`src/include/acr_pkg.sv`:
```
/*
 Package for the converter control and result readout block:
 frame layout, timing figures and port states.
 Assumes nothing beyond a SystemVerilog compiler.
*/
`default_nettype none
package acr_pkg;
	// ----------------------------------------
	// Clock rates
	// ----------------------------------------
	localparam int ACR_CLK_HZ = 10000000; // System clock
	localparam int ACR_MCLK_HZ = 32768; // Nominal master clock
	// Divider, rounded down
	localparam int ACR_MCLK_DIV = ACR_CLK_HZ / ACR_MCLK_HZ;

	// ----------------------------------------
	// Conversion timing, master clock cycles
	// ----------------------------------------
	localparam int ACR_FIRST_MCLK = 7358; // After a channel toggle
	localparam int ACR_NEXT_MCLK = 4884; // Each further word
	localparam int ACR_CAL_MCLK = 256; // Each calibration step
	localparam int ACR_CNT_W = 13; // Conversion counter width

	// ----------------------------------------
	// Frame layout
	// ----------------------------------------
	localparam int ACR_FRAME_W = 32;
	localparam int ACR_DATA_W = 24;
	localparam int ACR_STATUS_BITS = 8;
	localparam logic [4:0] ACR_PATTERN = 5'h0f; // Top five bits 0,1,1,1,1
	localparam int ACR_CH_BIT = 26;
	localparam int ACR_OD_BIT = 25;
	localparam int ACR_OF_BIT = 24;
	localparam logic [23:0] ACR_POS_FS = 24'h7fffff;
	localparam logic [23:0] ACR_NEG_FS = 24'h800000;
	localparam logic [31:0] ACR_RESULT_RESET = 32'hffffffff;

	// ----------------------------------------
	// Filter sample path
	// ----------------------------------------
	localparam int ACR_SAMP_W = 26; // Signed filter output
	localparam int ACR_FIFO_DEPTH = 16;

	// Serial port states
	typedef enum logic [1:0] {
		ACR_IDLE = 2'b00,
		ACR_READY = 2'b01,
		ACR_SHIFT = 2'b10
	} acr_port_e;
endpackage
`default_nettype wire

```
`src/hw/acr_top.sv`:
```
/*
 Digital control and readout of a two channel delta-sigma converter:
 sample FIFO, conversion timer, channel select, result framing and the
 serial output port.
 Assumes the filter delivers signed samples with valid/ready, and that
 chip select, shift clock and channel select are asynchronous pins.
*/
`timescale 1ns/1ps
`default_nettype none

// ----------------------------------------
// Sample FIFO
// ----------------------------------------
module acr_fifo #(
	parameter int WIDTH = 27,
	parameter int DEPTH = 16
) (
	// Clock and reset
	input wire logic clk,
	input wire logic reset,
	// Fill side
	input wire logic in_valid,
	input wire logic [WIDTH-1:0] in_data,
	output logic in_ready,
	// Drain side
	output logic out_valid,
	output logic [WIDTH-1:0] out_data,
	input wire logic out_ready
);
	localparam int AW = $clog2(DEPTH);
	logic [WIDTH-1:0] mem [DEPTH]; // Storage
	logic [AW-1:0] wr_ptr; // Write index
	logic [AW-1:0] rd_ptr; // Read index
	logic [AW:0] count; // Words held
	logic push;
	logic pop;
	logic [AW:0] next_count;

	assign push = in_valid && in_ready;
	assign pop = out_valid && out_ready;
	assign out_data = mem[rd_ptr];
	assign next_count = count + (AW+1)'(push) - (AW+1)'(pop);

	// Storage write, no reset needed
	always_ff @(posedge clk) begin
		if (push) begin
			mem[wr_ptr] <= in_data;
		end
	end

	// Pointers and fill level
	always_ff @(posedge clk or posedge reset) begin
		if (reset) begin
			wr_ptr <= '0;
			rd_ptr <= '0;
			count <= '0;
		end else begin
			if (push) begin
				wr_ptr <= (wr_ptr == AW'(DEPTH-1)) ? '0 : wr_ptr + 1'b1;
			end
			if (pop) begin
				rd_ptr <= (rd_ptr == AW'(DEPTH-1)) ? '0 : rd_ptr + 1'b1;
			end
			count <= next_count;
		end
	end

	// Flags kept in flops so the ports are registered
	always_ff @(posedge clk or posedge reset) begin
		if (reset) begin
			in_ready <= 1'b0;
			out_valid <= 1'b0;
		end else begin
			in_ready <= next_count != (AW+1)'(DEPTH);
			out_valid <= next_count != '0;
		end
	end
endmodule

// ----------------------------------------
// Converter control and readout
// ----------------------------------------
module acr_top
	import acr_pkg::*;
#(
	parameter int MCLK_DIV = acr_pkg::ACR_MCLK_DIV,
	parameter int FIRST_MCLK = acr_pkg::ACR_FIRST_MCLK,
	parameter int NEXT_MCLK = acr_pkg::ACR_NEXT_MCLK,
	parameter int CAL_MCLK = acr_pkg::ACR_CAL_MCLK,
	parameter int FIFO_DEPTH = acr_pkg::ACR_FIFO_DEPTH
) (
	// Clock and reset
	input wire logic clk,
	input wire logic reset,
	// Filter sample stream
	input wire logic sample_valid,
	input wire logic [acr_pkg::ACR_SAMP_W-1:0] sample_data,
	input wire logic sample_osc,
	output logic sample_ready,
	// Pins
	input wire logic channel_select_pin,
	input wire logic cs_n,
	input wire logic sclk,
	output logic serial_output_line,
	output logic serial_output_oe_n,
	// Analog steering
	output logic input_pair_sel,
	output logic cal_offset_active,
	output logic cal_gain_active
);
	import acr_pkg::*;

	// ----------------------------------------
	// Declarations
	// ----------------------------------------
	localparam int DW = $clog2(MCLK_DIV + 1);
	localparam logic [ACR_CNT_W-1:0] FIRST_C = ACR_CNT_W'(FIRST_MCLK);
	localparam logic [ACR_CNT_W-1:0] NEXT_C = ACR_CNT_W'(NEXT_MCLK);
	localparam logic [ACR_CNT_W-1:0] CAL_C = ACR_CNT_W'(CAL_MCLK);
	logic [DW-1:0] div_cnt; // Master clock divider
	logic mclk_tick; // One cycle per master clock
	logic [2:0] chs_sync; // Channel select synchroniser + history
	logic [2:0] cs_sync; // Chip select synchroniser
	logic [2:0] sclk_sync; // Shift clock synchroniser + history
	logic chs_change; // Select toggled
	logic sclk_fall; // Qualified falling edge
	logic [ACR_CNT_W-1:0] conv_cnt; // Master clocks to completion
	logic conv_chan; // Pair under conversion
	logic conv_done; // Completion pulse
	logic pre_done; // Last master clock of a conversion
	acr_port_e port_state; // Serial port state
	logic [5:0] bit_cnt; // Falling edges seen in a read
	logic [ACR_FRAME_W-1:0] conversion_result_word; // Frame shifter
	logic [ACR_FRAME_W-1:0] next_frame; // Frame built at completion
	logic fifo_valid;
	logic [ACR_SAMP_W:0] fifo_data; // {osc, sample}
	logic signed [ACR_SAMP_W-1:0] samp; // Head sample
	logic over_pos;
	logic over_neg;
	logic [ACR_DATA_W-1:0] sat_data;
	logic od_flag; // Oscillation flag
	logic of_flag; // Overrange flag
	logic [ACR_DATA_W-1:0] last_data; // Held when FIFO is empty

	// ----------------------------------------
	// Master clock enable
	// ----------------------------------------
	// The conversion timer counts these ticks, so its period scales with MCLK_DIV
	always_ff @(posedge clk or posedge reset) begin
		if (reset) begin
			div_cnt <= '0;
		end else if (div_cnt == DW'(MCLK_DIV - 1)) begin
			div_cnt <= '0;
		end else begin
			div_cnt <= div_cnt + 1'b1;
		end
	end
	assign mclk_tick = div_cnt == DW'(MCLK_DIV - 1);

	// ----------------------------------------
	// Pin synchronisers
	// ----------------------------------------
	// Bit 0 feeds only bit 1; logic reads bits 1 and 2
	always_ff @(posedge clk or posedge reset) begin
		if (reset) begin
			chs_sync <= 3'h0;
			cs_sync <= 3'h7;
			sclk_sync <= 3'h0;
		end else begin
			chs_sync <= {chs_sync[1:0], channel_select_pin};
			cs_sync <= {cs_sync[1:0], cs_n};
			sclk_sync <= {sclk_sync[1:0], sclk};
		end
	end
	assign chs_change = chs_sync[1] != chs_sync[2];
	// Edges count only while selected and with a word on offer
	assign sclk_fall = sclk_sync[2] && !sclk_sync[1] && !cs_sync[1]
		&& (port_state != ACR_IDLE);

	// ----------------------------------------
	// Conversion timer
	// ----------------------------------------
	assign pre_done = conv_cnt == ACR_CNT_W'(1);
	assign conv_done = mclk_tick && pre_done && !chs_change;

	// Restart on any select change, else count down and reload
	always_ff @(posedge clk or posedge reset) begin
		if (reset) begin
			conv_cnt <= FIRST_C;
			conv_chan <= 1'b0;
		end else if (chs_change) begin
			conv_cnt <= FIRST_C;
			conv_chan <= chs_sync[1];
		end else if (mclk_tick) begin
			conv_cnt <= pre_done ? NEXT_C : conv_cnt - 1'b1;
		end
	end

	// Steering and calibration windows at the end of each period
	always_ff @(posedge clk or posedge reset) begin
		if (reset) begin
			input_pair_sel <= 1'b0;
			cal_offset_active <= 1'b0;
			cal_gain_active <= 1'b0;
		end else begin
			input_pair_sel <= conv_chan;
			cal_offset_active <= conv_cnt > CAL_C
				&& conv_cnt <= 2 * CAL_C;
			cal_gain_active <= conv_cnt <= CAL_C;
		end
	end

	// ----------------------------------------
	// Sample FIFO, drained once per conversion
	// ----------------------------------------
	acr_fifo #(
		.WIDTH(ACR_SAMP_W + 1),
		.DEPTH(FIFO_DEPTH)
	) u_fifo (
		.clk(clk),
		.reset(reset),
		.in_valid(sample_valid),
		.in_data({sample_osc, sample_data}),
		.in_ready(sample_ready),
		.out_valid(fifo_valid),
		.out_data(fifo_data),
		.out_ready(conv_done)
	);

	// ----------------------------------------
	// Result framing
	// ----------------------------------------
	assign samp = fifo_data[ACR_SAMP_W-1:0];
	assign over_pos = samp > $signed({{(ACR_SAMP_W-ACR_DATA_W){1'b0}}, ACR_POS_FS});
	assign over_neg = samp < $signed({{(ACR_SAMP_W-ACR_DATA_W){1'b1}}, ACR_NEG_FS});

	// Saturate instead of wrapping so overrange never flips sign
	always_comb begin
		if (over_pos) begin
			sat_data = ACR_POS_FS;
		end else if (over_neg) begin
			sat_data = ACR_NEG_FS;
		end else begin
			sat_data = samp[ACR_DATA_W-1:0];
		end
	end

	// Flags follow each word; empty FIFO repeats the last word
	always_ff @(posedge clk or posedge reset) begin
		if (reset) begin
			od_flag <= 1'b0;
			of_flag <= 1'b0;
			last_data <= '0;
		end else if (conv_done && fifo_valid) begin
			od_flag <= fifo_data[ACR_SAMP_W];
			of_flag <= over_pos || over_neg;
			last_data <= sat_data;
		end
	end

	// Frame assembled from the values about to be stored
	always_comb begin
		next_frame = {ACR_PATTERN, conv_chan, od_flag, of_flag, last_data};
		if (fifo_valid) begin
			next_frame = {ACR_PATTERN, conv_chan, fifo_data[ACR_SAMP_W],
				over_pos || over_neg, sat_data};
		end
	end

	// ----------------------------------------
	// Serial port
	// ----------------------------------------
	// A read in progress is never overwritten; its newer word is lost
	always_ff @(posedge clk or posedge reset) begin
		if (reset) begin
			port_state <= ACR_IDLE;
			bit_cnt <= '0;
			conversion_result_word <= ACR_RESULT_RESET;
		end else if (conv_done && port_state != ACR_SHIFT) begin
			port_state <= ACR_READY;
			bit_cnt <= '0;
			conversion_result_word <= next_frame;
		end else if (sclk_fall) begin
			// Shift one bit per falling edge, MSB first
			conversion_result_word <= {conversion_result_word[30:0], 1'b1};
			if (bit_cnt == 6'(ACR_FRAME_W - 1)) begin
				port_state <= ACR_IDLE;
				bit_cnt <= '0;
			end else begin
				port_state <= ACR_SHIFT;
				bit_cnt <= bit_cnt + 1'b1;
			end
		end
	end

	// Output pin registered; high when idle, early rise before reload
	always_ff @(posedge clk or posedge reset) begin
		if (reset) begin
			serial_output_line <= 1'b1;
			serial_output_oe_n <= 1'b1;
		end else begin
			serial_output_oe_n <= cs_sync[1];
			case (port_state)
				ACR_READY: begin
					serial_output_line <= pre_done
						|| conversion_result_word[31];
				end
				ACR_SHIFT: begin
					serial_output_line <= conversion_result_word[31];
				end
				default: begin
					serial_output_line <= 1'b1;
				end
			endcase
		end
	end
endmodule
`default_nettype wire

```
`config.mk`:
```
export PLATFORM = sky130hd
export DESIGN_NAME = acr_top
export DESIGN_NICKNAME = d
export VERILOG_FILES = /design/src/include/acr_pkg.sv /design/src/hw/acr_top.sv
export SDC_FILE = /design/constraint.sdc
export NUM_CORES = 1
export LEC_CHECK = 0
export ABC_AREA = 1
export BUFFER_PORTS_ARGS = -buffer_cell sky130_fd_sc_hd__buf_2
export CAP_MARGIN = 20
export CORE_MARGIN = 5
export CORE_UTILIZATION = 44
export CTS_BUF_LIST = sky130_fd_sc_hd__clkbuf_4
export CTS_CLUSTER_DIAMETER = 40
export DETAILED_ROUTE_END_ITERATION = 12
export PLACE_DENSITY = 0.7
export SLEW_MARGIN = 20
export SYNTH_ARGS = -nofsm -noshare
export SYNTH_HDL_FRONTEND = slang
export SYNTH_SLANG_ARGS = --single-unit
```
`constraint.sdc`:
```
create_clock -name clk -period 6.1 [get_ports clk]
set_input_delay 0.305 -clock clk [delete_from_list [all_inputs] [get_ports clk]]
set_output_delay 0.305 -clock clk [all_outputs]
set_load 0.01 [all_outputs]
```
==> results.md <==
* Result of the run: finished clean
* Combined area of all synthesized cells at 0.0229 sq mm
* Type of origin of the critical path: flip-flop
* Worst-Skew Late Latency at 920 ps
* Syn_nets at 2078
* Die outline height at 238 um
* Area of the placeable core at 0.0515 sq mm
* Final worst path period need at 3390 ps
* Count of vias placed by the detailed router at 15.7k
* Maximum cell stage delay along the critical path at 850 ps
* Total die area at 0.0568 sq mm
* Class of the most critical hold timing path: input port to asynchronous set/reset pin
* Final Skew at 53.6 ps
* Aggregate global routing overflow at 0
* Largest fanout on the critical path at 59
* Slew at the pin with the worst max-slew slack at 1120 ps
* Number of buffers added by the clock tree synthesis step at 141
* Setup repair after global routing missed its margin: false
* Number of synthesis warnings at 0
* Detailed placer's ending HPWL at 28100 um
* Number of input and output port buffers inserted at 38
* Critical path capture point type: flip-flop
* Combined global-route utilization of all metal layers at 0.190
* Number of distinct standard cells referenced by the synthesized netlist at 49
* Critical-path cell with the highest stage delay: dfrtp_2
* Number of enable-type register cells in the synthesized netlist at 432
* Initial core utilization at 0.445
* Most frequent standard cell in the layout excluding fill and tap cells: edfxtp_1
* Avg Synthesized Cell Area at 11.3 sq um
* Final hold violation count at 0
* Wirelength per Cell at 18.2 um
* Die span in x at 238 um
* Number of synthesized register bits at 549
* Fraction of the mapped netlist area in simple logic gates at 0.154
* CTS tree: done
* Largest net degree at the start of global routing at 97
* Number of violations reported at the end of detailed-routing iteration 0 at 1538
* Total setup buffers inserted after CTS at 0
* # IOs at 39
* Dominant combinational cell family by area after synthesis: simple AND/OR/NAND/NOR gates
* Share of the synthesized area in compound gates (AO/OA/AOI/OAI) at 0.0895
* Highest-count cells in the layout ignoring fill and taps: edfxtp_1, nand2_1, nor2_1
* Cell type with the highest occurrence count on the critical path: nand2_1
* Worst VDD drop at 0.207 mV
* Clock-pin slew reported for the worst setup and hold paths after clock tree synthesis at 70 ps
* Primary flip-flop cell chosen by synthesis mapping: edfxtp_1
* Area growth from synthesis to layout at 13.3%
* Aggregate routed wire length at 53500 um
* Power Density at 332 mW/mm^2
* DRC viols at 0
* Total chip power at 8630 uW
* Setup TNS after final layout at 0 ps
* Static Leak at 0.00991 uW
* H-tree levels at 4
* Post-synthesis xor/xnor area fraction at 0.00611
* Ordered cell list for the critical path: buf_4 > inv_2 > nor2_1 > o21ai_0 > nand3_1 > nand2_1 > nand2_1 > clkinv_1 > o21ai_2 > buf_4 > nand3_1 > nand2_1 > a21oi_2
* Crit Path Class: flip-flop to flip-flop
* Total of endpoints with negative setup slack in the final report at 0
* Floorplan row count at 83
* Proportion of synthesized area in mux cells at 0
* Final cycle utilization of the critical path at 0.556
* Post-synthesis cell count at 2025
* Fraction of layout cells with a size suffix above 1 at 0.171
* Fraction of the yosys area taken by sequential cells at 0.696
* Achievable frequency at 0.295 GHz
* Hold slack at 93.5 ps
* Post-synthesis adder-cell area fraction at 0.0112
* CP Data Required Time at 6930 ps
* Max-slew violation total from the final report at 0
* Count of antenna-violating nets left after detailed routing at 0
* Max transition margin at 0.253
* Via density per instance at 5.32
* Maximum buffer depth of the clock tree at 3
* Vias in the first global route at 15.6k
* Arrival time at the worst endpoint at 4220 ps
* Max-Cap Viols at 0
* Detailed Routing Iterations Pass 1 at 5
* Final-stage net count at 2214
* Routability congestion estimate at 0.810
* Share of synthesized flip-flops with an asynchronous set or reset at 0.213
* Wire length of the first global-routing pass at 84700 um
* CTS Sinks at 549
* Master cell of the clock root buffer: clkbuf_4
* Initial antenna violation count at 2
registers in the layout, summed over array words and instances (netlist names), 2 cells and up:
register,cells
u_fifo.mem,432
conversion_result_word,32
last_data,24
conv_cnt,13
div_cnt,9
bit_cnt,6
u_fifo.count,5
u_fifo.rd_ptr,4
u_fifo.wr_ptr,4
chs_sync,3
sclk_sync,3
cs_sync,2
port_state,2
worst max-delay path, delay by kind of cell (launching register included):
kind / cells / cell delay [ps]
DFF: 1 / 850
AOI/OAI and AO/OA: 3 / 210
buffers and inverters: 4 / 1520
and+or+nand+nor: 6 / 690
cell usage after synthesis, types with 2 or more instances:
library cell,instances,area [sq um]
inv_1,87,327
inv_4,2,12.5
a31oi_1,40,250
clkbuf_1,35,131
nor2_1,296,1110
o22ai_1,9,56.3
buf_2,39,195
a21oi_1,81,405
buf_4,17,128
ha_1,19,238
o211ai_1,30,225
buf_1,4,15.0
o21ai_0,174,871
xor2_1,13,114
a21oi_2,5,43.8
nor3b_1,2,15.0
nand3_2,2,20.0
clkinv_1,2,7.51
nor4_1,3,18.8
nand3b_1,4,30.0
o221ai_1,4,35.0
o21ai_1,14,70.1
nand3_1,119,596
dfstp_2,45,1180
dfrtp_1,72,1800
nor2_4,3,33.8
o21a_1,2,15.0
nand2_1,418,1570
a22oi_1,4,30.0
xnor2_1,3,26.3
edfxtp_1,432,13000
buf_6,13,146
nand2_2,3,18.8
nor3_1,7,35.0
inv_2,8,30.0
cell type report:
type                       count  area (sq um)
antenna                        3          7.51
clock buffer                 209          1570
clock inverter                36           303
fill                        4581         25500
inverter                      99           382
multi-input combinational   1269          6100
sequential                   549         16000
tap                          680           851
timing repair buffer         101           808
power by group:
group	switching [uW]	internal (uW)	leakage (uW)
clock network	1480	1780	0.00110
registers	83.9	4410	0.00531
logic	662	222	0.00350
logic make-up (layout without fill, tap and decap cells):
group | Yosys count | count (layout)
buf+inv | 207 | 445
fa+ha+maj | 20 | 20
xor+xnor | 16 | 16
flops | 549 | 549
compound gates | 369 | 369
simple gates | 864 | 864
other cells | 0 | 3
routing by layer:
layer,global-route usage,vias up,part of all wire
li1,-,7388,-
met1,0.244,7643,0.42
met2,0.315,534,0.49
met3,0.0435,95,0.063
met4,0.0744,0,0.026
met5,0,-,0
through the flow:
stage	util	std cells	setup slack [ps]	area [sq um]
floorplan	-	2025	2770	22900
global placement	0.459	2659	2840	23700
detailed placement	0.460	2660	2750	23700
CTS	0.503	2940	2730	25900
global route	0.504	2945	2410	26000
finish	0.504	2946	2710	26000
what timing repair did:
action,4_1_cts,5_1_grt
endpoints found under the hold margin,500,0
hold buffers,35,0
resized for setup,0,0
path summary, 6_finish.rpt:
check	from	to	slack [ps]	cells after the start
max	u_fifo.rd_ptr[1]$_DFFE_PP0P_	conversion_result_word[7]$_DFFE_PP1P_	2710	13
min	reset	u_fifo.count[0]$_DFF_PP0_	90	3
max reg2reg	u_fifo.rd_ptr[1]$_DFFE_PP0P_	conversion_result_word[7]$_DFFE_PP1P_	2710	13
min reg2reg	cs_sync[0]$_DFF_PP1_	cs_sync[1]$_DFF_PP1_	360	0
max in group asynchronous	reset	u_fifo.rd_ptr[0]$_DFFE_PP0P_	4660	4
min in group clk	sample_data[18]	u_fifo.mem[15][18]$_DFFE_PP_	310	2
No activity file was read; power rests on OpenSTA's default activity.
